[src/inc/eic_pkg.sv]
// Purpose: shared constants of the enhanced interrupt controller
// Assumes: one clock domain, plain control ports, no register bus
// Notes:   source index 0 is the highest priority
package eic_pkg;
    // source counts
    localparam int NUM_PINS          = 8;
    localparam int NUM_SYS_LEVELS    = 8;
    localparam int NUM_BRIDGE_LEVELS = 32;
    localparam int NUM_REG_SRC       = NUM_PINS + NUM_SYS_LEVELS;
    localparam int NUM_SRC           = NUM_REG_SRC + NUM_BRIDGE_LEVELS;
    localparam int IDX_W             = 6;
    localparam int CODE_W            = 8;
    // field positions inside the unified source vector
    localparam int BRIDGE_LSB        = NUM_REG_SRC;
    localparam int SPLIT_LSB         = 32;
    // vectoring
    localparam logic [31:0] SHARED_VECTOR = 32'h0000_0500;
    localparam int          ENTRY_SHIFT   = 3;
    // values after reset
    localparam logic [15:0] MASK_RST      = 16'h0000;
    localparam logic [31:0] MASK_A_RST    = 32'h0000_0000;
    localparam logic [15:0] MASK_B_RST    = 16'h0000;
    localparam logic [31:0] BASE_RST      = 32'h0000_0000;
    localparam logic [7:0]  CODE_RST      = 8'h00;
endpackage

[src/inc/eic_sel_if.sv]
// Purpose: request vector and winning index between encoder and user
// Assumes: combinational selection
// Notes:   one instance per vector to be searched
`timescale 1ns/1ns
interface eic_sel_if;
    logic [eic_pkg::NUM_SRC-1:0] req;
    logic                        any;
    logic [eic_pkg::IDX_W-1:0]   idx;
    modport enc  (input req, output any, output idx);
    modport user (output req, input any, input idx);
endinterface

[src/eic_top.sv]
// Purpose: interrupt controller with regular and enhanced operation
// Assumes: requests are levels held by their sources until serviced
// Notes:   control bits and register images are plain ports
`timescale 1ns/1ns
module eic_top (
    // clock and reset
    input  wire logic        clock_i,
    input  wire logic        reset_i,
    // request sources
    input  wire logic [7:0]  irq_pin_i,
    input  wire logic [7:0]  sys_level_i,
    input  wire logic [31:0] bridge_level_i,
    // configuration bits
    input  wire logic        enhanced_ctrl_enable_i,
    input  wire logic        low_prio_auto_mask_enable_i,
    input  wire logic        ext_irq_reloc_enable_i,
    input  wire logic        exc_table_reloc_enable_i,
    // register writes
    input  wire logic        mask_wr_i,
    input  wire logic        mask_a_wr_i,
    input  wire logic        mask_b_wr_i,
    input  wire logic        base_wr_i,
    input  wire logic [31:0] wdata_i,
    // core handshake
    input  wire logic        irq_ack_i,
    input  wire logic        isr_done_i,
    output logic             irq_o,
    output logic [31:0]      vector_addr_o,
    output logic [7:0]       vector_code_reg_o,
    // register images
    output logic [15:0]      pending_reg_o,
    output logic [31:0]      pending_reg_a_o,
    output logic [31:0]      pending_reg_b_o,
    output logic [15:0]      level_mask_reg_o,
    output logic [31:0]      level_mask_reg_a_o,
    output logic [31:0]      level_mask_reg_b_o,
    output logic [31:0]      branch_table_base_reg_o,
    output logic [31:0]      auto_mask_status_a_o,
    output logic [31:0]      auto_mask_status_b_o
);
    localparam int NS = eic_pkg::NUM_SRC;

    logic [NS-1:0]  pend_q;
    logic [NS-1:0]  pend_d;
    logic [15:0]    mask_q;
    logic [15:0]    mask_d;
    logic [31:0]    mask_a_q;
    logic [31:0]    mask_a_d;
    logic [15:0]    mask_b_q;
    logic [15:0]    mask_b_d;
    logic [31:0]    base_q;
    logic [31:0]    base_d;
    logic [NS-1:0]  insvc_q;
    logic [NS-1:0]  insvc_d;
    logic [NS-1:0]  auto_q;
    logic [NS-1:0]  auto_d;
    logic           irq_q;
    logic           irq_d;
    logic [7:0]     code_q;
    logic [7:0]     code_d;
    logic [31:0]    vaddr_q;
    logic [31:0]    vaddr_d;
    logic           enh;
    logic           lpm;
    logic           reloc;
    logic [NS-1:0]  en_mask;
    logic [NS-1:0]  eligible;

    eic_sel_if win_if ();
    eic_sel_if svc_if ();

    eic_prio_enc u_win (
        .sel (win_if)
    );

    eic_prio_enc u_svc (
        .sel (svc_if)
    );

    assign enh   = enhanced_ctrl_enable_i;
    assign lpm   = enh && low_prio_auto_mask_enable_i;
    assign reloc = enh && ext_irq_reloc_enable_i && exc_table_reloc_enable_i;

    // source mapping: pins and system levels interleave by priority
    always_comb begin
        pend_d = '0;
        for (int i = 0; i < eic_pkg::NUM_PINS; i++) begin
            pend_d[2*i]   = irq_pin_i[i];
            // regular mode folds bridge levels 0 to 7 onto the eight system levels
            pend_d[2*i+1] = sys_level_i[i] || (!enh && bridge_level_i[i]);
        end
        if (enh) begin
            pend_d[NS-1:eic_pkg::BRIDGE_LSB] = bridge_level_i;
        end
    end

    // mask and base registers
    always_comb begin
        mask_d   = mask_q;
        mask_a_d = mask_a_q;
        mask_b_d = mask_b_q;
        base_d   = base_q;
        if (mask_wr_i) begin
            mask_d = wdata_i[15:0];
        end
        if (mask_a_wr_i) begin
            mask_a_d = wdata_i;
        end
        if (mask_b_wr_i) begin
            mask_b_d = wdata_i[15:0];
        end
        if (base_wr_i) begin
            base_d = wdata_i;
        end
    end

    // effective enable: enhanced pair replaces the single mask
    always_comb begin
        if (enh) begin
            en_mask = {mask_b_q, mask_a_q};
        end else begin
            en_mask = {32'h0000_0000, mask_q};
        end
    end

    assign eligible   = pend_q & en_mask & ~auto_q;
    assign win_if.req = eligible;
    assign svc_if.req = insvc_q;

    // auto mask: every source at or below the best one in service
    generate
        for (genvar b = 0; b < NS; b++) begin : g_auto
            assign auto_d[b] = lpm && svc_if.any
                               && (eic_pkg::IDX_W'(b) >= svc_if.idx);
        end
    endgenerate

    // in-service tracking and vectoring
    always_comb begin
        insvc_d = insvc_q;
        if (!lpm) begin
            insvc_d = '0;
        end else begin
            if (isr_done_i && svc_if.any) begin
                insvc_d[svc_if.idx] = 1'b0;
            end
            if (irq_ack_i && win_if.any) begin
                insvc_d[win_if.idx] = 1'b1;
            end
        end
        irq_d  = win_if.any;
        code_d = {2'b00, win_if.idx};
        if (reloc) begin
            vaddr_d = base_q + (32'(win_if.idx) << eic_pkg::ENTRY_SHIFT);
        end else begin
            vaddr_d = eic_pkg::SHARED_VECTOR;
        end
    end

    always_ff @(posedge clock_i or posedge reset_i) begin
        if (reset_i) begin
            pend_q   <= '0;
            mask_q   <= eic_pkg::MASK_RST;
            mask_a_q <= eic_pkg::MASK_A_RST;
            mask_b_q <= eic_pkg::MASK_B_RST;
            base_q   <= eic_pkg::BASE_RST;
            insvc_q  <= '0;
            auto_q   <= '0;
            irq_q    <= 1'b0;
            code_q   <= eic_pkg::CODE_RST;
            vaddr_q  <= eic_pkg::SHARED_VECTOR;
        end else begin
            pend_q   <= pend_d;
            mask_q   <= mask_d;
            mask_a_q <= mask_a_d;
            mask_b_q <= mask_b_d;
            base_q   <= base_d;
            insvc_q  <= insvc_d;
            auto_q   <= auto_d;
            irq_q    <= irq_d;
            code_q   <= code_d;
            vaddr_q  <= vaddr_d;
        end
    end

    // register images
    always_comb begin
        pending_reg_o   = 16'h0000;
        pending_reg_a_o = 32'h0000_0000;
        pending_reg_b_o = 32'h0000_0000;
        if (enh) begin
            pending_reg_a_o = pend_q[eic_pkg::SPLIT_LSB-1:0];
            pending_reg_b_o = {16'h0000, pend_q[NS-1:eic_pkg::SPLIT_LSB]};
        end else begin
            pending_reg_o = pend_q[15:0];
        end
    end

    assign irq_o                   = irq_q;
    assign vector_addr_o           = vaddr_q;
    assign vector_code_reg_o       = code_q;
    assign level_mask_reg_o        = mask_q;
    assign level_mask_reg_a_o      = mask_a_q;
    assign level_mask_reg_b_o      = {16'h0000, mask_b_q};
    assign branch_table_base_reg_o = base_q;
    assign auto_mask_status_a_o    = auto_q[eic_pkg::SPLIT_LSB-1:0];
    assign auto_mask_status_b_o    = {16'h0000, auto_q[NS-1:eic_pkg::SPLIT_LSB]};
endmodule

[src/eic_prio_enc.sv]
// Purpose: finds the lowest set index of a request vector
// Assumes: index 0 has the highest priority
// Notes:   purely combinational
`timescale 1ns/1ns
module eic_prio_enc (
    // selection
    eic_sel_if.enc sel
);
    always_comb begin
        sel.any = 1'b0;
        sel.idx = '0;
        for (int i = eic_pkg::NUM_SRC - 1; i >= 0; i--) begin
            if (sel.req[i]) begin
                sel.any = 1'b1;
                sel.idx = eic_pkg::IDX_W'(i);
            end
        end
    end
endmodule

[config.mk]
export PLATFORM = sky130hd
export DESIGN_NAME = eic_top
export DESIGN_NICKNAME = d
export VERILOG_FILES = /design/src/inc/eic_pkg.sv /design/src/inc/eic_sel_if.sv /design/src/eic_top.sv /design/src/eic_prio_enc.sv
export SDC_FILE = /design/constraint.sdc
export NUM_CORES = 1
export LEC_CHECK = 0
export BUFFER_PORTS_ARGS = -buffer_cell sky130_fd_sc_hd__buf_2
export CAP_MARGIN = 40
export CORE_ASPECT_RATIO = 0.5
export CORE_UTILIZATION = 36
export DETAILED_ROUTE_END_ITERATION = 8
export GPL_TIMING_DRIVEN = 0
export SYNTH_ARGS = -nofsm -noshare
export SYNTH_HDL_FRONTEND = slang
export SYNTH_SLANG_ARGS = --single-unit
[constraint.sdc]
create_clock -name clock_i -period 9.63 [get_ports clock_i]
set_input_delay 0.4815 -clock clock_i [delete_from_list [all_inputs] [get_ports clock_i]]
set_output_delay 0.4815 -clock clock_i [all_outputs]
set_load 0.1 [all_outputs]
Word-level counts from Yosys, hierarchy flattened

Cells that the tools add are included.

Reductions and logical operators: 73
Multiply operators: 0
Mux-type cells: 206
Shift operators: 0
Bitwise gates (word level): 6
Divide/modulo/power cells: 0
Magnitude comparators: 52
Equality and inequality tests: 0
Add/subtract/negate cells: 1

Operators with widths:

| operator                                                    | count |
|---|---|
| 2-to-1 mux 6 bit                                            | 96 |
| 2-to-1 mux 48 bit                                           | 5 |
| bitwise AND 48 bit                                          | 3 |
| 2-to-1 mux 1 bit                                            | 98 |
| >= comparator 5 x 6 -> 1 bit (first input constant)         | 16 |
| >= comparator 6 bit (first input constant)                  | 16 |
| 2-to-1 mux 32 bit                                           | 3 |
| NOT 48 bit                                                  | 2 |
| logical AND 1 bit                                           | 64 |
| >= comparator 4 x 6 -> 1 bit (first input constant)         | 8 |
| OR 48 bit                                                   | 1 |
| adder 32 x 9 -> 32 bit                                      | 1 |
| 2-to-1 mux 16 bit                                           | 2 |
| >= comparator 3 x 6 -> 1 bit (first input constant)         | 4 |
| less-than comparator 6 x 7 -> 1 bit (second input constant) | 2 |
| demux 1 bit (select 6 bit)                                  | 2 |
| >= comparator 1 x 6 -> 1 bit (first input constant)         | 2 |
| >= comparator 2 x 6 -> 1 bit (first input constant)         | 2 |
| >= comparator 6 x 1 -> 1 bit (second input constant)        | 2 |
| logical OR 1 bit                                            | 8 |
| logical NOT 1 bit                                           | 1 |

Memories: 0
Bits in read-only memories: 0
Register bits: 279
Latch bits: 0
Output and inout bits: 297
Bits of input ports: 92
Bits in writable memories: 0
Logic and storage cells: 348

Longest topological paths before layout

Gate-level depths: netlist of the first run.

Depth in word-level cells: 59
Gate-level depth with buffers: 20
Gate-level depth less buffers: 16

By module

Synthesis of the first run repeated with hierarchy kept, for this count alone.

Cells, all modules: 1279
Area, all modules: 13434.1 um^2

Modules (own cells, without submodules):

| module       | area each (um^2) | sequential area each (um^2) | cells an instance | times used |
|---|---|---|---|---|
| eic_top      | 12172.9          | 6984.2                      | 1063              | 1 |
| eic_prio_enc | 630.6            | 0.0                         | 108               | 2 |

Worst setup path after synthesis of the first run

No wires, ideal clock.

Kind: input to register
Start point: in enhanced_ctrl_enable_i
End point: reg vaddr_q[13], in the netlist vector_addr_o[13]
Path buffers: 3
Slack: 5.208 ns
Setup time: 0.132 ns
Data required time: 9.498 ns
Cell stages on the path: 19
Data arrival time: 4.290 ns
Cell sequence: buf_6 buf_6 and2_1 a41oi_1 a21oi_1 o211ai_1 a2111oi_4 a211oi_2 ha_1 fa_1 a21oi_1 o21bai_1 a21o_1 a21o_1 and2_0 clkbuf_1 nand4_1 xor2_1 nor2_1

Word-level cells in the longest chain between the ends: 53
Elaborated cells on any way between the ends: 55
Classes of those cells: 1 x add/sub; 50 x mux; 2 x bitwise; 2 x reduce/logical

RTL lines:

| item                                | line               | text |
|---|---|---|
| start, declared                     | eic_top.sv:14      | `input wire logic enhanced_ctrl_enable_i,` |
| 2-to-1 mux 48 bit (*)               | eic_top.sv:119     | `if (enh) begin` |
| bitwise AND 48 bit (*) (2 in a row) | eic_top.sv:126     | `assign eligible = pend_q & en_mask & ~auto_q;` |
| 2-to-1 mux 6 bit (47 in a row)      | eic_prio_enc.sv:13 | `if (sel.req[i]) begin` |
| 2-to-1 mux 6 bit (*)                | eic_prio_enc.sv:13 |  |
| named net u_win.sel.idx[0]          | eic_sel_if.sv:9    | `modport enc (input req, output any, output idx);` |
| adder 32 x 9 -> 32 bit (*)          | eic_top.sv:154     | `vaddr_d = base_q + (32'(win_if.idx) << eic_pkg::ENTRY_SHIFT);` |
| 2-to-1 mux 32 bit (*)               | eic_top.sv:153     | `if (reloc) begin` |
| named net vaddr_d[13]               | eic_top.sv:62      | `logic [31:0] vaddr_d;` |
| end signal, assigned                | eic_top.sv:171     | `vaddr_q <= eic_pkg::SHARED_VECTOR;` |
| end signal, assigned                | eic_top.sv:182     | `vaddr_q <= vaddr_d;` |
| end, declared                       | eic_top.sv:61      | `logic [31:0] vaddr_q;` |

The timed path passes the listed nets; every way through them passes the cells marked *.
A chain may end at the register's enable or synchronous reset.

Worst setup path after layout of the first run

Start point: reg mask_a_q[14], in the netlist level_mask_reg_a_o[14]
End point: reg vaddr_q[23], in the netlist vector_addr_o[23]

Word-level cells in the longest chain between the ends: 20

RTL lines:

| item                            | line               | text |
|---|---|---|
| start, declared                 | eic_top.sv:47      | `logic [31:0] mask_a_q;` |
| start signal, assigned          | eic_top.sv:164     | `mask_a_q <= eic_pkg::MASK_A_RST;` |
| start signal, assigned          | eic_top.sv:175     | `mask_a_q <= mask_a_d;` |
| 2-to-1 mux 48 bit               | eic_top.sv:119     |  |
| bitwise AND 48 bit (2 in a row) | eic_top.sv:126     |  |
| 2-to-1 mux 6 bit (15 in a row)  | eic_prio_enc.sv:13 |  |
| named net u_win.sel.idx[0]      | eic_sel_if.sv:9    |  |
| adder 32 x 9 -> 32 bit          | eic_top.sv:154     |  |
| 2-to-1 mux 32 bit               | eic_top.sv:153     |  |
| named net vaddr_d[23]           | eic_top.sv:62      |  |

The timed path passes the listed nets, and every way through them passes these cells.

==> impl_metrics.toml, run 1 <==
[run_status]
outcome = "finished, final reports clean"

[placed_design]
gp_congestion = 0.957
dp_hpwl_mm = 38.6
dpl_cell_area_um2 = 16100
portBuffers = 333

[clock_tree]
clk_latency_ns = 0.55
htree_levels = 1
cts_setup_buffers = 0
cts_resized = 0
cts_buffers = 27
clockBufferDepth = 3
clk_pin_slew_ns = 0.07
clock_sinks = 279
cts_tree = "done"
cts-root-buf = "clkbuf_16"

[synth]
yosys.area.top_type = "dfrtp_1"
syn_inst = 1242
seq_area_frac_synth_pct = 51.4
synth_top_area_share_pct = 51.1
synth_edf_count = 0
synthArstFlopShare_pct = 100
syn_avg_cell_area_um2 = 10.9
yosysWarnings = 0
synth_flop_cell = "dfrtp_1"
syn-cell-area_um2 = 13600
synth_cell_type_count = 99
yosys-top-cells-area = "dfrtp_1, mux2_2, and2_1, nor2_1, buf_4"
synth-seq-cells = 279

[setup_path]
crit_path_end_kind = "flip-flop"
reg2reg_depth = 17
worstReg2RegEnd = "vector_addr_o[23]"
cp.arrival_ns = 5.04
worstPathMaxFanout = 6
start_kind = "flip-flop"
crit_type = "flip-flop to flip-flop"
critPathRequiredTime_ns = 10.04
r2r_setup_slack_ns = 5.00
reg2reg_from = "level_mask_reg_a_o[14]"

[power_and_ir_drop]
combPwrFrac_pct = 34.2
sequentialPowerShare_pct = 36.2
finalPower_uw = 3660
p_leak_uw = 0.00833
internal_power_uw = 2080
p_sw_uw = 1580
clkPwrFrac_pct = 29.6
ir_drop_v = 0.000116
power_density_nw_per_um2 = 215
switching_share_pct = 43.1

[routing]
first_pass_iters = 6
routedWlPerCell_um = 23.0
viasPerCell = 5.32
drt_iter0_drc = 951
totalWireLength_mm = 49.8
detail-route-antenna-nets = 0
drc = 0
num_vias = 11500

[sta]
fmax_mhz = 216
setup_viol_count_final = 0
period_share_pct = 48.1
min_period_ns = 4.63
rsz0062_at_grt = "false"
worstMarginPinSlew_ns = 0.848
report.final.slew_viol_count = 0
relSlewSlack_pct = 42.9
finalSetupTns_ns = 0
hold_slack_ns = 0.0349
hold_viol = 0
clock_skew_ns = 0.0107

[floorplanning]
fp.dieW_um = 277
initial_core_util_pct = 37.2
core_um2 = 36500
boundaryPins = 389
rows = 49
die_h_um = 139
die-area_um2 = 38500

[hold_path]
hold_class = "primary input to flip-flop"
whs_path_depth = 1
holdPathEnd = "pend_q[4]"
hp-start = "irq_pin_i[2]"

[layout]
fin_area_um2 = 17000
drive_gt1_share_pct = 34.7
final_core_util_pct = 46.5
multi_input_area_um2 = 5980
nets = 1756
syn2layout_area_growth_pct = 25.2
fill_cells = 3555
regArea_um2 = 6980

[grt]
grt_overflow = 0
grt_pass1_wl_mm = 72.5
grt_antenna_before_repair = 3
grt_pass1_vias = 11100
grt_max_degree = 120
track_usage_pct = 25.2

[job]
cap_violations = 0
==> worst max path at each step <==
stage	start	endpoint	slack [ns]
finish	level_mask_reg_a_o[14]	vector_addr_o[23]	5.00
global route	level_mask_reg_a_o[14]	vector_addr_o[23]	4.71
CTS	auto_q[27]	vector_addr_o[28]	4.98
detailed placement	enhanced_ctrl_enable_i	vector_addr_o[28]	4.53
global placement	reset_i	insvc_q[16]	-1.86
floorplan	reset_i	auto_q[0]	1.46
==> synthesized netlist by cell type (6+ instances only) <==
cell and count:
nor2_1 106, nand3b_1 8, o21ai_1 38, and2_1 82, nand4b_1 29, buf_2 6, o311ai_1 9, nand2b_1 19
mux2_2 95, inv_1 36, a21oi_1 40, o22ai_1 7, buf_6 8, o211ai_1 17, xnor2_1 18, ha_1 6
xor2_1 8, nand4_1 7, dfrtp_1 277, mux2i_1 14, o32ai_1 6, buf_4 50, nand2_1 52, or3_1 6
buf_1 8, and3_1 6, nand3_1 24, o311ai_0 23, clkbuf_1 32, nor2b_1 17, and4b_1 9, a21o_1 13
nor4_1 13, o21ai_0 25, nor3_1 28
==> critical path, cell delays in order (launching register included) <==
cell	delay (ns)
dfrtp_1	0.42
mux2i_1	0.38
nor3_1	0.12
or3_1	0.40
a221oi_2	0.38
a2111oi_4	0.15
a211oi_2	0.69
ha_1	0.32
fa_1	0.22
a21oi_1	0.08
o21bai_1	0.19
a21o_1	0.15
a21o_1	0.17
and2_0	0.14
clkbuf_1	0.31
nand3_1	0.16
xor2_1	0.16
nor2_1	0.05
==> state kept, by name (all words and copies together), names as in the netlist <==
register	flops
auto_q	48
insvc_q	48
pend_q	48
branch_table_base_reg_o	32
level_mask_reg_a_o	32
vector_addr_o	32
level_mask_reg_o	16
mask_b_q	16
vector_code_reg_o	6
irq_o	1
==> metal layers <==
layer | track usage (%) | share of wire (%) | up-vias
li1 | - | - | 5200
met1 | 32.4 | 41 | 5792
met2 | 43.8 | 50 | 427
met3 | 3.83 | 5.5 | 84
met4 | 7.63 | 2.9 | 2
met5 | 0 | 0.026 | -
==> power by group through the flow <==
stage               Combinational (µW)  Sequential (µW)  Clock (µW)
finish                            1250             1320        1080
global route                      1290             1330        1150
CTS                               1250             1320        1100
detailed placement                1250             1340           0
global placement                  1240             1340           0
floorplan                          499             1800           0
==> stage by stage <==
step                worst slack [ns]  std cells
finish                          5.00       2162
global route                    4.71       2162
CTS                             4.98       2161
detailed placement              4.53       2111
global placement               -1.86       2108
floorplan                       1.46       1291
==> placed cells by master, fill, tap and decap left out, drive strengths merged, types with 18 or more instances in the layout <==
cell type and n:
nand2 53, clkbuf 65, inv 37, nor3 29
a21oi 43, xnor2 18, o311ai 32, and2 83
nor2 107, nand4b 29, mux2 95, nand2b 19
o21ai 64, nand3 24, conb 50, buf 409
dfrtp 277
==> cell type report <==
cell class                 count  share of cell area (%)
antenna                        1                  0.0147
timing repair buffer         337                    10.3
clock inverter                16                   0.832
multi-input combinational    870                    35.1
tap                          484                    3.56
buffer                       105                    3.89
sequential                   279                    41.1
inverter                      37                   0.861
clock buffer                  33                    4.34
==> timing repair <==
| item | 4_1_cts | 5_1_grt |
|---|---|---|
| endpoints found under the hold margin | 26 | 0 |
| hold buffers | 1 | 0 |
| endpoints found under the setup margin | 0 | 0 |
==> cells by family after synthesis <==
| logic type | share of synthesized area, % |
|---|---|
| compound gates | 12.4 |
| mux | 8.91 |
| xor+xnor | 1.68 |
| flops | 51.4 |
| buf+inv | 5.89 |
| fa+ha+maj | 0.700 |
| other cells | 0.0276 |
| simple gates | 19.0 |
Note: power is estimated with default switching activity, not from simulation.
==> run 2: changes to the inputs <==
- clock period: 9.63 -> 4.6 ns (I/O delays scaled with it)
==> impl_metrics.toml, run 2 (synthesized netlist as in run 1, its figures left out) <==
[sta]
relSlewSlack_pct = 42.1
clock_skew_ns = 0.0200
worstMarginPinSlew_ns = 0.860
finalSetupTns_ns = 0
rsz0062_at_grt = "false"
layout_setup_ws_ns = 0.380
hold_viol = 0
fmax_mhz = 237
setup_viol_count_final = 0
hold_slack_ns = 0.0862
report.final.slew_viol_count = 0
period_share_pct = 91.7
min_period_ns = 4.22

[clock_tree]
clockBufferDepth = 3
cts_buffers = 27
cts-root-buf = "clkbuf_16"
cts_tree = "done"
clk_latency_ns = 0.57
htree_levels = 1
clk_pin_slew_ns = 0.07
clock_sinks = 279

[setup_path]
start_kind = "flip-flop"
crit_type = "flip-flop to flip-flop"
reg2reg_from = "auto_q[27]"
critPathRequiredTime_ns = 5.03
worstReg2RegEnd = "vector_addr_o[28]"
crit_path_end_kind = "flip-flop"
cp.arrival_ns = 4.65
worstPathMaxFanout = 10
r2r_setup_slack_ns = 0.38
reg2reg_depth = 16

[layout]
multi_input_area_um2 = 5990
nets = 1853
drive_gt1_share_pct = 33.5
largestRegisters = "auto_q: 48 flops, insvc_q: 48 flops, pend_q: 48 flops"
final_common_cell = "buf_2"
syn2layout_area_growth_pct = 33.6
regArea_um2 = 6980
layout_common_cells = "buf_2, dfrtp_1, nor2_1"
fill_cells = 3366

[routing]
first_pass_iters = 6
detail-route-antenna-nets = 0
totalWireLength_mm = 51.1
num_vias = 11900
viasPerCell = 5.28
routedWlPerCell_um = 22.6
drt_iter0_drc = 1049
drc = 0

[power_and_ir_drop]
p_leak_uw = 0.00881
ir_drop_v = 0.000181
power_density_nw_per_um2 = 437

[grt]
grt_max_degree = 37
grt_pass1_wl_mm = 74.5
grt_overflow = 0
grt_pass1_vias = 11700
track_usage_pct = 25.9
grt_antenna_before_repair = 1

[floorplanning]
rows = 49
die_h_um = 139
boundaryPins = 389
die-area_um2 = 38500
core_um2 = 36500
fp.dieW_um = 277
initial_core_util_pct = 37.2

[placed_design]
portBuffers = 333
gp_congestion = 0.941
preCtsSetupSlack_ns = -0.162
dp_hpwl_mm = 39.1

[job]
cap_violations = 0

[hold_path]
whs_path_depth = 2
hold_class = "primary input to flip-flop"
hp-start = "mask_a_wr_i"
holdPathEnd = "level_mask_reg_a_o[30]"

[run_status]
outcome = "finished, final reports clean"
==> run 2: changes by cell type in the layout (fill, tap and decap cells not counted), moves of 3 or more <==
cell and change:
dlygate4sd3_1 +89, buf_12 +8, clkinv_2 -3, inv_6 +3
==> run 2: stage by stage <==
step                      instance area (µm²)  std cells  util, %  power [µW]
after floorplan                         13800       1291        -        4820
after CTS                               18100       2258     49.5        7930
after detailed placement                16200       2118     44.4        5440
after global placement                  16000       2108     43.9        5410
final                                   18100       2262     49.6        7930
after global routing                    18100       2259     49.6        8170
==> run 2: repair_timing <==
item,in CTS,in global routing
endpoints found under the hold margin,179,0
hold buffers,90,0
gates resized for setup,0,4
buffers inserted,0,1
endpoints found under the setup margin,0,22
==> run 2: worst max-delay path by stage <==
| stage | from | endpoint | depth (start not counted) |
|---|---|---|---|
| after global placement | reset_i | insvc_q[16] | 2 |
| after floorplan | enhanced_ctrl_enable_i | vector_addr_o[13] | 19 |
| after detailed placement | enhanced_ctrl_enable_i | vector_addr_o[28] | 19 |
| after CTS | auto_q[27] | vector_addr_o[28] | 16 |
| after global routing | auto_q[27] | vector_addr_o[28] | 16 |
| final | auto_q[27] | vector_addr_o[28] | 16 |
==> run 2: where the power goes <==
group | internal (µW) | total (µW) | switching (µW)
clock | 1410 | 2440 | 1040
sequential | 2620 | 2770 | 158
combinational | 560 | 2720 | 2160
==> run 2: final cells by class <==
cell class / count / area share (%)
Sequential cell: 279 / 38.5
Antenna cell: 3 / 0.0414
Tap cell: 484 / 3.34
Clock buffer: 33 / 4.18
Multi-Input combinational cell: 870 / 33.0
Buffer: 105 / 3.65
Inverter: 37 / 0.787
Timing Repair Buffer: 434 / 15.3
Clock inverter: 17 / 1.14
==> run 2: critical path, cell delays in order, from the launching register on <==
cell      delay (ns)
dfrtp_1         0.44
and4b_1         0.46
nor4b_2         0.12
a221oi_1        0.32
o22ai_1         0.13
nor3_2          0.32
a31o_4          0.32
ha_1            0.26
a21o_1          0.15
a21oi_1         0.22
o21bai_1        0.10
a21o_1          0.20
a21oi_1         0.29
clkbuf_2        0.29
and4bb_2        0.27
xnor2_1         0.13
nor2_1          0.06
==> run 2: routing by layer <==
| layer | track usage [%] | wire length, µm | vias up | share of wire (%) |
|---|---|---|---|---|
| met5 | 0 | 0 | - | 0 |
| met4 | 11.0 | 2300 | 0 | 4.5 |
| met3 | 3.74 | 2830 | 117 | 5.5 |
| met2 | 43.8 | 25000 | 448 | 49 |
| met1 | 33.3 | 20900 | 5970 | 41 |
| li1 | - | - | 5402 | - |
==> run 3: changes to the inputs <==
- CORE_MARGIN: default -> 4
==> impl_metrics.toml, run 3 (synthesized netlist as in run 1, its figures left out) <==
[layout]
syn2layout_area_growth_pct = 32.8
final_core_util_pct = 49.3
fill_cells = 3464
drive_gt1_share_pct = 33.4
final_cells = 2256
final_common_cell = "buf_2"
largestRegisters = "auto_q: 48 flops, insvc_q: 48 flops, pend_q: 48 flops"
multi_input_area_um2 = 5990
nets = 1848
layout_common_cells = "buf_2, dfrtp_1, nor2_1"
regArea_um2 = 6980

[setup_path]
path_cells = "mux2i_1 -> nor3_1 -> or3_1 -> a221oi_2 -> a2111oi_4 -> a211oi_4 -> ha_1 -> fa_1 -> a21oi_1 -> o21bai_1 -> a21o_1 -> a21o_1 -> and2_0 -> clkbuf_1 -> nand3_1 -> xor2_1 -> nor2_1"
worstReg2RegEnd = "vector_addr_o[23]"
crit_path_end_kind = "flip-flop"
critPathBufInv = 1
critical-path-slowest-cell = "dfrtp_1"
cp.arrival_ns = 4.70
reg2reg_depth = 17
worstPathMaxFanout = 6
r2r_setup_slack_ns = 0.30
max_stage_delay_ns = 0.42
reg2reg_from = "level_mask_reg_a_o[14]"
start_kind = "flip-flop"
crit_family = "compound AO/OA/AOI/OAI gates"
critPathRequiredTime_ns = 5.01
crit_type = "flip-flop to flip-flop"
cp_common_cell = "a21o_1"

[placed_design]
dp_hpwl_mm = 40.1
gp_congestion = 0.922
dp.cells = 2117
portBuffers = 333

[routing]
first_pass_iters = 5
detail-route-antenna-nets = 0
totalWireLength_mm = 52.3
drt_iter0_drc = 929
num_vias = 11900
drc = 0
routedWlPerCell_um = 23.2
viasPerCell = 5.30

[hold_path]
hp-start = "wdata_i[1]"
hold_class = "primary input to flip-flop"
holdPathEnd = "branch_table_base_reg_o[1]"
whs_path_depth = 2

[power_and_ir_drop]
combPwrFrac_pct = 34.4
switching_share_pct = 42.3
internal_power_uw = 4540
ir_drop_v = 0.000275
p_leak_uw = 0.00875
clkPwrFrac_pct = 30.3
power_density_nw_per_um2 = 437
sequentialPowerShare_pct = 35.3
p_sw_uw = 3330

[clock_tree]
clockBufferDepth = 3
cts-root-buf = "clkbuf_16"
cts_buffers = 27
cts_tree = "done"
clk_pin_slew_ns = 0.07
clock_sinks = 279
clk_latency_ns = 0.56
htree_levels = 1

[grt]
grt_max_degree = 40
grt_overflow = 0
grt_antenna_before_repair = 1
grt_pass1_vias = 12000
grt_pass1_wl_mm = 77.4
track_usage_pct = 24.9

[sta]
worstMarginPinSlew_ns = 0.916
setup_viol_count_final = 0
report.final.slew_viol_count = 0
hold_viol = 0
relSlewSlack_pct = 38.3
fmax_mhz = 233
min_period_ns = 4.30
rsz0062_at_grt = "false"
period_share_pct = 93.4
clock_skew_ns = 0.0206

[job]
cap_violations = 0

[floorplanning]
fp.dieW_um = 283
rows = 49
die-area_um2 = 41100
initial_core_util_pct = 37.2
core_um2 = 36500
die_h_um = 145
boundaryPins = 389

[run_status]
outcome = "finished, final reports clean"
run 3: changes by cell type in the layout (fill, tap and decap cells not counted), sizes merged:
| cell | change |
|---|---|
| clkinv | -1 |
| inv | -3 |
| dlygate4sd3 | -4 |
| clkinvlp | +2 |
run 3: cell type report:
cell class / count / share of cell area (%)
sequential: 279 / 38.7
multi-input combinational: 870 / 33.2
timing repair buffer: 429 / 15.0
clock buffer: 34 / 4.12
buffer: 105 / 3.67
tap: 484 / 3.36
clock inverter: 15 / 1.03
inverter: 37 / 0.791
antenna: 3 / 0.0416
run 3: metal layers:
layer  part of all wire [%]  wire (µm)  global-route usage, %
met5                      0          0                      0
met4                    4.0       2110                   9.02
met3                    5.2       2740                   3.66
met2                     50      26300                   43.2
met1                     40      21100                   31.6
run 3: worst max-delay path by stage:
| stage | start | to | slack (ns) | cells past startpoint |
|---|---|---|---|---|
| floorplan | enhanced_ctrl_enable_i | vector_addr_o[13] | 0.43 | 19 |
| global placement | reset_i | insvc_q[14] | -1.12 | 2 |
| detailed placement | enhanced_ctrl_enable_i | vector_addr_o[30] | -0.17 | 19 |
| CTS | auto_q[27] | vector_addr_o[30] | 0.10 | 16 |
| global route | auto_q[27] | vector_addr_o[30] | 0.006 | 16 |
| finish | level_mask_reg_a_o[14] | vector_addr_o[23] | 0.30 | 17 |
run 3: power groups by stage:
stage	logic [µW]	registers (µW)	clock network [µW]
2_1_floorplan	1050	3770	0
3_3_place_gp	2590	2810	0
3_5_place_dp	2620	2820	0
4_1_cts	2690	2770	2420
5_1_grt	2800	2790	2520
6_report	2710	2770	2390
run 3: stage by stage:
stage | cell area [µm²] | hold WS (ns) | setup slack (ns) | power [µW] | TNS, ns
after floorplan | 13800 | 0.261 | 0.430 | 4820 | 0
after global placement | 16000 | 0.339 | -1.12 | 5410 | -301.61
after detailed placement | 16200 | 0.307 | -0.169 | 5430 | -1.20
after CTS | 18000 | 0.00143 | 0.100 | 7870 | 0
after global routing | 18000 | 0.0107 | 0.00648 | 8110 | 0
final | 18000 | 0.0233 | 0.305 | 7870 | 0
run 3: timing repair:
action | 4_1_cts | 5_1_grt
buffers inserted | 0 | 1
endpoints found under the setup margin | 8 | 16
resized for setup | 2 | 2
endpoints found under the hold margin | 140 | 0
hold buffers | 86 | 0
pin swaps | 0 | 1
run 3: worst register-to-register path, stage by stage (launching register included):
cell and delay, ns:
dfrtp_1 0.42, mux2i_1 0.42, nor3_1 0.12, or3_1 0.38, a221oi_2 0.36, a2111oi_4 0.16, a211oi_4 0.36, ha_1 0.28
fa_1 0.23, a21oi_1 0.08, o21bai_1 0.20, a21o_1 0.15, a21o_1 0.16, and2_0 0.13, clkbuf_1 0.32, nand3_1 0.16
xor2_1 0.15, nor2_1 0.05
